## config.mk

```make
export PLATFORM = sky130hd
export DESIGN_NAME = modulo_timer_control
export DESIGN_NICKNAME = d
export VERILOG_FILES = /design/src/logic/timer_pkg.sv /design/src/logic/prescaler.sv /design/src/logic/channel_flags.sv /design/src/logic/modulo_timer_control.sv
export VERILOG_INCLUDE_DIRS = /design/src /design/src/logic
export SDC_FILE = /design/constraint.sdc
export NUM_CORES = 1
export LEC_CHECK = 0
export BUFFER_PORTS_ARGS = -buffer_cell sky130_fd_sc_hd__buf_2
export CAP_MARGIN = 20
export CELL_PAD_IN_SITES_DETAIL_PLACEMENT = 0
export CELL_PAD_IN_SITES_GLOBAL_PLACEMENT = 2
export CORE_UTILIZATION = 31
export DETAILED_ROUTE_END_ITERATION = 12
export PLACE_DENSITY_LB_ADDON = 0.1
export SETUP_SLACK_MARGIN = 0.3
export SKIP_CTS_REPAIR_TIMING = 1
export SLEW_MARGIN = 20
export SYNTH_ARGS = -nofsm -noshare
export SYNTH_HDL_FRONTEND = slang
export SYNTH_HIERARCHICAL = 1
export SYNTH_SLANG_ARGS = --single-unit
```

## constraint.sdc

```tcl
create_clock -name clk -period 3 [get_ports clk]
set_input_delay 0.15 -clock clk [delete_from_list [all_inputs] [get_ports clk]]
set_output_delay 0.15 -clock clk [all_outputs]
set_load 0.01 [all_outputs]
```

## src/logic/timer_defines.svh

```systemverilog
`ifndef TIMER_DEFINES_SVH
`define TIMER_DEFINES_SVH

// ==========================================
// register byte offsets on apb
`define OFF_STATUS 8'h00
`define OFF_CNT_HI 8'h04
`define OFF_CNT_LO 8'h08
`define OFF_MOD_HI 8'h0c
`define OFF_MOD_LO 8'h10
`define OFF_CH_FLAGS 8'h14
`define OFF_CH_IRQ_EN 8'h18
`define OFF_CH_MODE 8'h1c

// ==========================================
// status and control field positions
`define BIT_OVF 7
`define BIT_OVF_IE 6
`define BIT_HALT 5
`define BIT_CLR 4
`define SEL_HI 2
`define SEL_LO 0

// ==========================================
// channel mode field positions
`define CH_CMP_HI 5
`define CH_CMP_LO 0
`define CH_BUF_HI 8
`define CH_BUF_LO 6

// ==========================================
// reset values
`define RST_MOD 16'hffff
`define RST_HALT 1'h1
`define RST_OVF_IE 1'h0
`define RST_SEL 3'h0

`endif

```

## src/logic/timer_pkg.sv

```systemverilog
package timer_pkg;

  typedef enum logic [2:0] {
    DIV1 = 3'h0,
    DIV2 = 3'h1,
    DIV4 = 3'h2,
    DIV8 = 3'h3,
    DIV16 = 3'h4,
    DIV32 = 3'h5,
    DIV64 = 3'h6,
    EXT_PIN = 3'h7
  } clock_select_type;

  typedef enum logic [1:0] {
    BUS_IDLE = 2'h0,
    BUS_ANSWER = 2'h1
  } bus_state_type;

endpackage

```

## src/logic/prescaler.sv

```systemverilog
`timescale 1ns/1ns

module prescaler (
  input wire logic clk,
  input wire logic rst_b,
  input wire logic clk_en,
  input wire logic clear,
  input wire logic run,
  input wire timer_pkg::clock_select_type select,
  input wire logic ext_pin,
  output logic tick
);

  logic ext_meta_q;
  logic ext_sync_q;
  logic ext_prev_q;
  logic [5:0] div_q;
  logic ext_rise;

  // ==========================================
  // external pin synchroniser
  always_ff @(posedge clk or negedge rst_b)
  begin
    if (!rst_b)
    begin
      ext_meta_q <= 1'h0;
      ext_sync_q <= 1'h0;
      ext_prev_q <= 1'h0;
    end
    else if (clk_en)
    begin
      ext_meta_q <= ext_pin;
      ext_sync_q <= ext_meta_q;
      ext_prev_q <= ext_sync_q;
    end
  end

  assign ext_rise = ext_sync_q & ~ext_prev_q;

  // ==========================================
  // divider chain
  always_ff @(posedge clk or negedge rst_b)
  begin
    if (!rst_b)
      div_q <= 6'h00;
    else if (clk_en)
    begin
      if (clear)
        div_q <= 6'h00;
      else if (run)
        div_q <= div_q + 6'h01;
    end
  end

  // pin edges need two bus clocks of width to be seen
  always_comb
  begin
    case (select)
      timer_pkg::DIV1: tick = 1'h1;
      timer_pkg::DIV2: tick = div_q[0];
      timer_pkg::DIV4: tick = &div_q[1:0];
      timer_pkg::DIV8: tick = &div_q[2:0];
      timer_pkg::DIV16: tick = &div_q[3:0];
      timer_pkg::DIV32: tick = &div_q[4:0];
      timer_pkg::DIV64: tick = &div_q[5:0];
      timer_pkg::EXT_PIN: tick = ext_rise;
      default: tick = 1'h0;
    endcase
    tick = tick & run & ~clear;
  end

endmodule // prescaler

```

## src/logic/channel_flags.sv

```systemverilog
`timescale 1ns/1ns

module channel_flags (
  input wire logic clk,
  input wire logic rst_b,
  input wire logic clk_en,
  input wire logic [5:0] capture_event,
  input wire logic [5:0] compare_event,
  input wire logic [5:0] compare_mode,
  input wire logic [5:0] channel_active,
  input wire logic capture_inhibit,
  input wire logic read_arm,
  input wire logic write_clear,
  input wire logic [5:0] clear_data,
  output logic [5:0] flags
);

  // ==========================================
  // per channel sticky flag with two step clear
  genvar i;
  generate
    for (i = 0; i < 6; i++)
    begin : g_chan
      logic event_hit;
      logic arm_q;
      logic flag_q;

      assign event_hit = channel_active[i] & (compare_mode[i] ? compare_event[i] :
                         (capture_event[i] & ~capture_inhibit));

      always_ff @(posedge clk or negedge rst_b)
      begin
        if (!rst_b)
          arm_q <= 1'h0;
        else if (clk_en)
        begin
          if (event_hit)
            arm_q <= 1'h0;
          else if (read_arm && flag_q)
            arm_q <= 1'h1;
          else if (write_clear)
            arm_q <= 1'h0;
        end
      end

      // set wins over a clear in the same cycle
      always_ff @(posedge clk or negedge rst_b)
      begin
        if (!rst_b)
          flag_q <= 1'h0;
        else if (clk_en)
        begin
          if (event_hit)
            flag_q <= 1'h1;
          else if (write_clear && !clear_data[i] && arm_q)
            flag_q <= 1'h0;
        end
      end

      assign flags[i] = flag_q;
    end
  endgenerate

endmodule // channel_flags

```

## src/logic/modulo_timer_control.sv

```systemverilog
`timescale 1ns/1ns
`include "timer_defines.svh"

// Operation
// overflow flag sets when the counter reaches the modulo value
// after reaching modulo, counter restarts from zero on next timer clock
// overflow request only while flag set and its enable is one
// six channel flags set on capture or compare, request when enabled
// flag clears by read-then-write-zero; new overflow voids it; one ignored
// halt bit holds the counter; reset sets it
// halt inhibits input captures
// write-only clear bit zeroes counter and prescaler, reads zero
// halt and clear written together leave counter stopped at zero
// three-bit select picks bus divide 1 to 64 or external pin
// external pin forced to input while selected
// high byte read buffers low byte until low byte is read
// reset and clear bit zero the counter
// modulo high write suppresses overflow until low byte written
// reset loads modulo with all ones
// software should clear counter before writing new modulo
// reset clears flag, enable, clear bit and select bits
// runs in wait; enabled requests wake; no register access in wait
// stop mode freezes timer keeping all state; channel flags here still set on captures and compares in stop
// break halts the counter and inhibits captures
// break without clear enable protects flags; with it, clears persist
// each channel capture or compare; channels 0, 2, 4 buffered
// counter advances one per enabled selected timer clock edge
module modulo_timer_control (
  input wire logic clk,
  input wire logic rst_b,
  input wire logic clk_en,
  input wire logic psel,
  input wire logic penable,
  input wire logic pwrite,
  input wire logic [7:0] paddr,
  input wire logic [31:0] pwdata,
  output logic [31:0] prdata,
  output logic pready,
  output logic pslverr,
  input wire logic ext_timer_clock_pin,
  input wire logic wait_mode,
  input wire logic stop_mode,
  input wire logic break_active,
  input wire logic break_clear_enable,
  input wire logic [5:0] channel_capture_event,
  input wire logic [5:0] channel_compare_event,
  output logic [15:0] count_value,
  output logic overflow_irq,
  output logic [5:0] channel_irq,
  output logic timer_irq,
  output logic ext_pin_force_input,
  output logic [5:0] channel_compare_mode,
  output logic [2:0] channel_buffered_mode
);

  function automatic logic hit(input logic [7:0] a, input logic [7:0] off);
    hit = (a == off);
  endfunction

  timer_pkg::bus_state_type bus_state_q;
  timer_pkg::clock_select_type clk_sel_q;
  logic [31:0] prdata_q;
  logic pready_q;
  logic pslverr_q;
  logic [15:0] count_q;
  logic [15:0] mod_q;
  logic [15:0] count_next;
  logic mod_hold_q;
  logic ovf_flag_q;
  logic ovf_arm_q;
  logic ovf_ie_q;
  logic halt_q;
  logic lo_latched_q;
  logic [7:0] lo_buf_q;
  logic [5:0] ch_ie_q;
  logic [5:0] ch_cmp_q;
  logic [2:0] ch_buf_q;
  logic [5:0] ch_flags;
  logic overflow_irq_q;
  logic [5:0] channel_irq_q;
  logic timer_irq_q;
  logic force_input_q;
  logic take;
  logic done;
  logic wr;
  logic rd_take;
  logic mapped;
  logic err_d;
  logic [7:0] rdata8;
  logic clr;
  logic run;
  logic tick;
  logic ovf_event;
  logic flag_access_ok;
  logic capture_inhibit;
  logic [5:0] ch_active;

  // ==========================================
  // apb slave, one wait state
  assign take = psel & penable & (bus_state_q == timer_pkg::BUS_IDLE);
  assign done = psel & penable & (bus_state_q == timer_pkg::BUS_ANSWER);
  assign mapped = hit(paddr, `OFF_STATUS) | hit(paddr, `OFF_CNT_HI) | hit(paddr, `OFF_CNT_LO) |
                  hit(paddr, `OFF_MOD_HI) | hit(paddr, `OFF_MOD_LO) |
                  hit(paddr, `OFF_CH_FLAGS) | hit(paddr, `OFF_CH_IRQ_EN) |
                  hit(paddr, `OFF_CH_MODE);
  assign err_d = ~mapped | wait_mode;
  assign wr = done & pwrite & ~pslverr_q;
  assign rd_take = take & ~pwrite & ~err_d;

  always_comb
  begin
    rdata8 = 8'h00;
    case (paddr)
      `OFF_STATUS: rdata8 = {ovf_flag_q, ovf_ie_q, halt_q, 1'h0, 1'h0, clk_sel_q};
      `OFF_CNT_HI: rdata8 = count_q[15:8];
      `OFF_CNT_LO: rdata8 = lo_latched_q ? lo_buf_q : count_q[7:0];
      `OFF_MOD_HI: rdata8 = mod_q[15:8];
      `OFF_MOD_LO: rdata8 = mod_q[7:0];
      `OFF_CH_FLAGS: rdata8 = {2'h0, ch_flags};
      `OFF_CH_IRQ_EN: rdata8 = {2'h0, ch_ie_q};
      default: rdata8 = 8'h00;
    endcase
  end

  always_ff @(posedge clk or negedge rst_b)
  begin
    if (!rst_b)
    begin
      bus_state_q <= timer_pkg::BUS_IDLE;
      pready_q <= 1'h0;
      pslverr_q <= 1'h0;
      prdata_q <= 32'h0000_0000;
    end
    else if (clk_en)
    begin
      case (bus_state_q)
        timer_pkg::BUS_IDLE:
        begin
          if (take)
          begin
            bus_state_q <= timer_pkg::BUS_ANSWER;
            pready_q <= 1'h1;
            pslverr_q <= err_d;
            if (pwrite || err_d)
              prdata_q <= 32'h0000_0000;
            else if (hit(paddr, `OFF_CH_MODE))
              prdata_q <= {23'h0, ch_buf_q, ch_cmp_q};
            else
              prdata_q <= {24'h0, rdata8};
          end
        end
        timer_pkg::BUS_ANSWER:
        begin
          bus_state_q <= timer_pkg::BUS_IDLE;
          pready_q <= 1'h0;
          pslverr_q <= 1'h0;
        end
        default:
        begin
          bus_state_q <= timer_pkg::BUS_IDLE;
          pready_q <= 1'h0;
          pslverr_q <= 1'h0;
        end
      endcase
    end
  end

  // ==========================================
  // control register
  assign clr = wr & hit(paddr, `OFF_STATUS) & pwdata[`BIT_CLR];

  always_ff @(posedge clk or negedge rst_b)
  begin
    if (!rst_b)
    begin
      halt_q <= `RST_HALT;
      ovf_ie_q <= `RST_OVF_IE;
      clk_sel_q <= timer_pkg::clock_select_type'(`RST_SEL);
    end
    else if (clk_en && wr && hit(paddr, `OFF_STATUS))
    begin
      halt_q <= pwdata[`BIT_HALT];
      ovf_ie_q <= pwdata[`BIT_OVF_IE];
      clk_sel_q <= timer_pkg::clock_select_type'(pwdata[`SEL_HI:`SEL_LO]);
    end
  end

  // ==========================================
  // prescaler and counter
  // stop and break freeze the count and prescaler; channel flags still set in stop, and on compares in break
  assign run = ~halt_q & ~break_active & ~stop_mode;

  prescaler u_prescaler (
    .clk(clk),
    .rst_b(rst_b),
    .clk_en(clk_en),
    .clear(clr),
    .run(run),
    .select(clk_sel_q),
    .ext_pin(ext_timer_clock_pin),
    .tick(tick)
  );

  assign count_next = (count_q == mod_q) ? 16'h0000 : count_q + 16'h0001;
  assign ovf_event = tick & (count_next == mod_q) & ~mod_hold_q;

  always_ff @(posedge clk or negedge rst_b)
  begin
    if (!rst_b)
      count_q <= 16'h0000;
    else if (clk_en)
    begin
      if (clr)
        count_q <= 16'h0000;
      else if (tick)
        count_q <= count_next;
    end
  end

  // ==========================================
  // modulo registers
  always_ff @(posedge clk or negedge rst_b)
  begin
    if (!rst_b)
    begin
      mod_q <= `RST_MOD;
      mod_hold_q <= 1'h0;
    end
    else if (clk_en && wr)
    begin
      if (hit(paddr, `OFF_MOD_HI))
      begin
        mod_q[15:8] <= pwdata[7:0];
        mod_hold_q <= 1'h1;
      end
      else if (hit(paddr, `OFF_MOD_LO))
      begin
        mod_q[7:0] <= pwdata[7:0];
        mod_hold_q <= 1'h0;
      end
    end
  end

  // ==========================================
  // overflow flag, two step clear
  assign flag_access_ok = ~break_active | break_clear_enable;

  always_ff @(posedge clk or negedge rst_b)
  begin
    if (!rst_b)
      ovf_arm_q <= 1'h0;
    else if (clk_en)
    begin
      if (ovf_event)
        ovf_arm_q <= 1'h0;
      else if (rd_take && hit(paddr, `OFF_STATUS) && ovf_flag_q && flag_access_ok)
        ovf_arm_q <= 1'h1;
      else if (wr && hit(paddr, `OFF_STATUS) && flag_access_ok)
        ovf_arm_q <= 1'h0;
    end
  end

  // a half-done clear survives break without clear enable; only a write after that break finishes it
  always_ff @(posedge clk or negedge rst_b)
  begin
    if (!rst_b)
      ovf_flag_q <= 1'h0;
    else if (clk_en)
    begin
      if (ovf_event)
        ovf_flag_q <= 1'h1;
      else if (wr && hit(paddr, `OFF_STATUS) && !pwdata[`BIT_OVF] && ovf_arm_q &&
               flag_access_ok)
        ovf_flag_q <= 1'h0;
    end
  end

  // ==========================================
  // low byte read buffer
  always_ff @(posedge clk or negedge rst_b)
  begin
    if (!rst_b)
    begin
      lo_latched_q <= 1'h0;
      lo_buf_q <= 8'h00;
    end
    else if (clk_en)
    begin
      if (clr)
        lo_latched_q <= 1'h0;
      else if (rd_take && hit(paddr, `OFF_CNT_HI) && !lo_latched_q)
      begin
        lo_latched_q <= 1'h1;
        lo_buf_q <= count_q[7:0];
      end
      else if (rd_take && hit(paddr, `OFF_CNT_LO))
        lo_latched_q <= 1'h0;
    end
  end

  // ==========================================
  // channel control and flags
  always_ff @(posedge clk or negedge rst_b)
  begin
    if (!rst_b)
    begin
      ch_ie_q <= 6'h00;
      ch_cmp_q <= 6'h00;
      ch_buf_q <= 3'h0;
    end
    else if (clk_en && wr)
    begin
      if (hit(paddr, `OFF_CH_IRQ_EN))
        ch_ie_q <= pwdata[5:0];
      if (hit(paddr, `OFF_CH_MODE))
      begin
        ch_cmp_q <= pwdata[`CH_CMP_HI:`CH_CMP_LO];
        ch_buf_q <= pwdata[`CH_BUF_HI:`CH_BUF_LO];
      end
    end
  end

  // odd channels go idle while their even partner runs buffered
  assign ch_active = ~{ch_buf_q[2], 1'h0, ch_buf_q[1], 1'h0, ch_buf_q[0], 1'h0};
  assign capture_inhibit = halt_q | break_active;

  channel_flags u_channel_flags (
    .clk(clk),
    .rst_b(rst_b),
    .clk_en(clk_en),
    .capture_event(channel_capture_event),
    .compare_event(channel_compare_event),
    .compare_mode(ch_cmp_q),
    .channel_active(ch_active),
    .capture_inhibit(capture_inhibit),
    .read_arm(rd_take & hit(paddr, `OFF_CH_FLAGS) & flag_access_ok),
    .write_clear(wr & hit(paddr, `OFF_CH_FLAGS) & flag_access_ok),
    .clear_data(pwdata[5:0]),
    .flags(ch_flags)
  );

  // ==========================================
  // requests and pin control
  always_ff @(posedge clk or negedge rst_b)
  begin
    if (!rst_b)
    begin
      overflow_irq_q <= 1'h0;
      channel_irq_q <= 6'h00;
      timer_irq_q <= 1'h0;
      force_input_q <= 1'h0;
    end
    else if (clk_en)
    begin
      overflow_irq_q <= ovf_flag_q & ovf_ie_q;
      channel_irq_q <= ch_flags & ch_ie_q;
      timer_irq_q <= (ovf_flag_q & ovf_ie_q) | (|(ch_flags & ch_ie_q));
      force_input_q <= (clk_sel_q == timer_pkg::EXT_PIN);
    end
  end

  assign prdata = prdata_q;
  assign pready = pready_q;
  assign pslverr = pslverr_q;
  assign count_value = count_q;
  assign overflow_irq = overflow_irq_q;
  assign channel_irq = channel_irq_q;
  assign timer_irq = timer_irq_q;
  assign ext_pin_force_input = force_input_q;
  assign channel_compare_mode = ch_cmp_q;
  assign channel_buffered_mode = ch_buf_q;

  // ==========================================
  // assertions
  ovf_set_a: assert property (@(posedge clk) disable iff (!rst_b)
    clk_en && ovf_event |=> ovf_flag_q) else $error("overflow flag not set");
  wrap_zero_a: assert property (@(posedge clk) disable iff (!rst_b)
    clk_en && tick && !clr && count_q == mod_q |=> count_q == 16'h0000)
    else $error("counter did not wrap to zero");
  irq_gate_a: assert property (@(posedge clk) disable iff (!rst_b)
    clk_en && !(ovf_flag_q && ovf_ie_q) |=> !overflow_irq_q)
    else $error("ungated overflow request");
  ovf_one_a: assert property (@(posedge clk) disable iff (!rst_b)
    clk_en && wr && hit(paddr, `OFF_STATUS) && pwdata[`BIT_OVF] |=>
    ovf_flag_q == $past(ovf_flag_q) || ovf_flag_q)
    else $error("writing one changed flag");
  halt_hold_a: assert property (@(posedge clk) disable iff (!rst_b)
    clk_en && halt_q && !clr |=> $stable(count_q)) else $error("counter moved while halted");
  clear_zero_a: assert property (@(posedge clk) disable iff (!rst_b)
    clk_en && clr |=> count_q == 16'h0000 && u_prescaler.div_q == 6'h00)
    else $error("clear bit did not zero counter");
  halt_clear_a: assert property (@(posedge clk) disable iff (!rst_b)
    clk_en && clr && pwdata[`BIT_HALT] |=> (halt_q && count_q == 16'h0000) [*2])
    else $error("counter not stopped at zero");
  lo_buffer_a: assert property (@(posedge clk) disable iff (!rst_b)
    clk_en && lo_latched_q && !(rd_take && hit(paddr, `OFF_CNT_LO)) && !clr
    |=> lo_latched_q && $stable(lo_buf_q)) else $error("buffered low byte changed");
  mod_hold_a: assert property (@(posedge clk) disable iff (!rst_b)
    clk_en && mod_hold_q && !ovf_flag_q |=> !ovf_flag_q)
    else $error("overflow during modulo update");
  break_count_a: assert property (@(posedge clk) disable iff (!rst_b)
    clk_en && break_active && !clr |=> $stable(count_q)) else $error("counter moved in break");
  break_flag_a: assert property (@(posedge clk) disable iff (!rst_b)
    clk_en && break_active && !break_clear_enable && ovf_flag_q |=> ovf_flag_q)
    else $error("flag cleared during protected break");
  force_input_a: assert property (@(posedge clk) disable iff (!rst_b)
    clk_en && clk_sel_q == timer_pkg::EXT_PIN |=> ext_pin_force_input)
    else $error("pin not forced");

  ovf_seen_c: cover property (@(posedge clk) disable iff (!rst_b) ovf_event ##1 overflow_irq_q);
  ovf_clear_c: cover property (@(posedge clk) disable iff (!rst_b)
    ovf_flag_q ##[1:40] !ovf_flag_q);
  lo_latch_c: cover property (@(posedge clk) disable iff (!rst_b)
    !lo_latched_q ##1 lo_latched_q ##[1:20] !lo_latched_q);

endmodule // modulo_timer_control

```

==> flow_metrics.tcl <==
set metrics [dict create \
    status "completed" \
    skew_ns 0.00962 \
    synth-adder-area-share_pct 0.598 \
    ios 131 \
    hold_viol_final 0 \
    grt_max_degree 56 \
    worstReg2RegEnd "ovf_arm_q$_DFFE_PN0P_" \
    grt_pass1_wl_mm 32.0 \
    synth-simple-area-share_pct 17.1 \
    rsz0062_at_grt "true" \
    core_area_mm2 0.0197 \
    netlist_instances 638 \
    postRouteAntennaNets 0 \
    tritoncts "yes" \
    p_per_area_mw_per_mm2 462 \
    max_freq_mhz 361 \
    layout-drive-gt1-share_pct 35.8 \
    synthTopCellsByArea "dfrtp_1 (35%), mux2_2 (7.9%), dfstp_2 (7.1%)" \
    fillCellCount 2029 \
    leakage_nw 3.56 \
    die_area_mm2 0.0208 \
    n_antenna_cell 0 \
    ir_drop_mv 0.283 \
    globalRouteOverflowTotal 0 \
    reg2regPathDepth 11 \
    place_hpwl_mm 15.8 \
    syn_avg_cell_area_um2 9.83 \
    synth-compound-area-share_pct 17.3 \
    ctsLongestPathBuffers 2 \
    yosysWarnings 6 \
    startpoint_type "flip-flop" \
    wire_per_inst_um 20.2 \
    ys_ff_latch 105 \
    r2r-start "halt_q$_DFFE_PN1P_" \
    fin_cells 1036 \
    num_vias 5372 \
    start_util_pct 31.9 \
    crit_required_ns 3.24 \
    routed_wl_mm 20.9 \
    setup.worst_path.end_class "flip-flop" \
    final_max_slew_viol_count 0 \
    post-synth-top-count-cell "dfrtp_1" \
    synth_ff_type "dfrtp_1" \
    min-delay-start "ext_timer_clock_pin" \
    hold_end "u_prescaler/ext_meta_q$_DFFE_PN0P_" \
    htree_levels 3 \
    ys_seq_area_share_pct 42.2 \
    clk-insertion-delay-late_ns 0.36 \
    multiInputGateArea_mm2 0.00339 \
    drt_first_pass_iters 5 \
    relSlewSlack_pct 48.4 \
    rows 51 \
    port_buffers 84 \
    cts.sinks 105 \
    fp.dieH_um 144 \
    drt_first_iter_violations 266 \
    numCtsBuffers 9 \
    yosys.cell_types.count 75 \
    critPathKind "flip-flop to flip-flop" \
    path_max_fanout 3 \
    vias_per_cell 5.19 \
    clk_pin_slew_ns 0.07 \
    holdPathStages 2 \
    crit_arrival_ns 3.00 \
    async_flop_share_pct 100 \
    r2r_slack_ns 0.23 \
    syn_to_final_growth_pct 24.2 \
    grt_pass1_vias 5402 \
    tns_ns 0 \
    cap_violations 0 \
    die-width_um 144 \
    antenna_found_initial 0 \
    seqCellArea_mm2 0.00266 \
    cts_root_buf "clkbuf_16" \
    synthMuxAreaShare_pct 10.4 \
    synth-xor-area-share_pct 4.85 \
    synth.largest_area_cell "dfrtp_1" \
    setup_viol 0 \
    layout_min_cycle_time_ns 2.77 \
    nets 832 \
    synth_edf_count 0 \
    gp_congestion 0.842 \
    synth_common_cells "dfrtp_1 (88), nand2_1 (51), mux2_2 (44)" \
    synth_top_family_by_area "compound AO/OA/AOI/OAI gates" \
    tightest_slew_ns 0.775 \
    drc 0 \
    syn-cell-area_mm2 0.00627 \
    timing.final.crit_share_pct 92.3 \
    yosysTopAreaCellShare_pct 35.1 \
    place_inst 1010 \
    grt_usage_pct 20.9 \
    holdCritPathClass "input port to flip-flop" \
]
cells by family after synthesis:
kind of cell,after synthesis
adder cells (fa/ha/maj),3
XOR/XNOR,33
buffers and inverters,87
AND/OR/NAND/NOR,191
AO/OA/AOI/OAI,158
other,2
multiplexers,59
flip-flops,105
worst max-delay path: stages, from the launching register on:
cell	delay, ns
dfstp_2	0.37
or2_4	0.25
nor2_4	0.16
nand2b_4	0.06
a221oi_2	0.20
nand2_1	0.13
o31ai_4	0.10
nand3_2	0.13
or4_4	0.49
a221o_1	0.35
nor4_4	0.29
a211oi_1	0.08
registers in the layout (all words and copies together) (netlist names), 3 cells and up:
register,flops
u_channel_flags/g_chan.flag_q,6
channel_buffered_mode,3
lo_buf_q,8
mod_q,16
channel_compare_mode,6
prdata,9
channel_irq,6
u_channel_flags/g_chan.arm_q,6
u_prescaler/div_q,6
clk_sel_q,3
count_value,16
ch_ie_q,6
routing by layer:
layer  GRT usage (%)  share of wire [%]  wire [um]  vias up
met5               0                  0          0        -
met4            4.60                1.1        231        0
met3            3.48                3.8        790       14
met2            36.2                 50      10500       96
met1            27.0                 45       9360     2730
li1                -                  -          -     2532
layout by cell type (no fill, tap or decap), types with 11 or more instances in the layout:
| master | n |
|---|---|
| dfstp_2 | 17 |
| a22oi_1 | 13 |
| xnor2_1 | 13 |
| mux2_2 | 44 |
| nand2_1 | 49 |
| xor2_1 | 17 |
| dfrtp_1 | 80 |
| conb_1 | 26 |
| nand3_1 | 18 |
| a21oi_1 | 13 |
| inv_1 | 24 |
| buf_4 | 70 |
| buf_2 | 83 |
| nor2_1 | 34 |
| o21ai_0 | 41 |
| o22ai_1 | 11 |
| mux2i_1 | 11 |
report_power, final:
| part | switching (mW) | internal, mW |
|---|---|---|
| registers | 0.0534 | 1.46 |
| clock network | 0.586 | 0.742 |
| logic | 0.422 | 0.339 |
| total | 1.06 | 2.54 |
per-stage QoR:
stage	worst slack, ns	area (um2)	utilization, %	hold WS (ns)	power [mW]
floorplan	0.300	6380	-	-0.146	1.93
global placement	-0.0206	7250	36.9	0.278	2.21
detailed placement	-0.0816	7250	36.9	0.287	2.22
CTS	-0.0981	7570	38.5	-0.102	3.56
global route	0.165	7790	39.6	0.0105	3.79
finish	0.230	7790	39.6	0.00858	3.60
cell type report:
cell class	count	area share [%]
sequential	105	34.1
timing repair buffer	156	12.7
clock inverter	7	1.30
tap	265	4.26
inverter	24	1.16
clock buffer	9	2.89
multi-input combinational	470	43.5
worst max path at each step:
stage,from,endpoint
after detailed placement,halt_q$_DFFE_PN1P_,ovf_arm_q$_DFFE_PN0P_
after CTS,halt_q$_DFFE_PN1P_,ovf_arm_q$_DFFE_PN0P_
after global routing,halt_q$_DFFE_PN1P_,ovf_arm_q$_DFFE_PN0P_
final,halt_q$_DFFE_PN1P_,ovf_arm_q$_DFFE_PN0P_
after global placement,halt_q$_DFFE_PN1P_,ovf_arm_q$_DFFE_PN0P_
after floorplan,count_value[0]$_DFFE_PN0P_,ovf_arm_q$_DFFE_PN0P_
(Power assumes the default switching activity.)
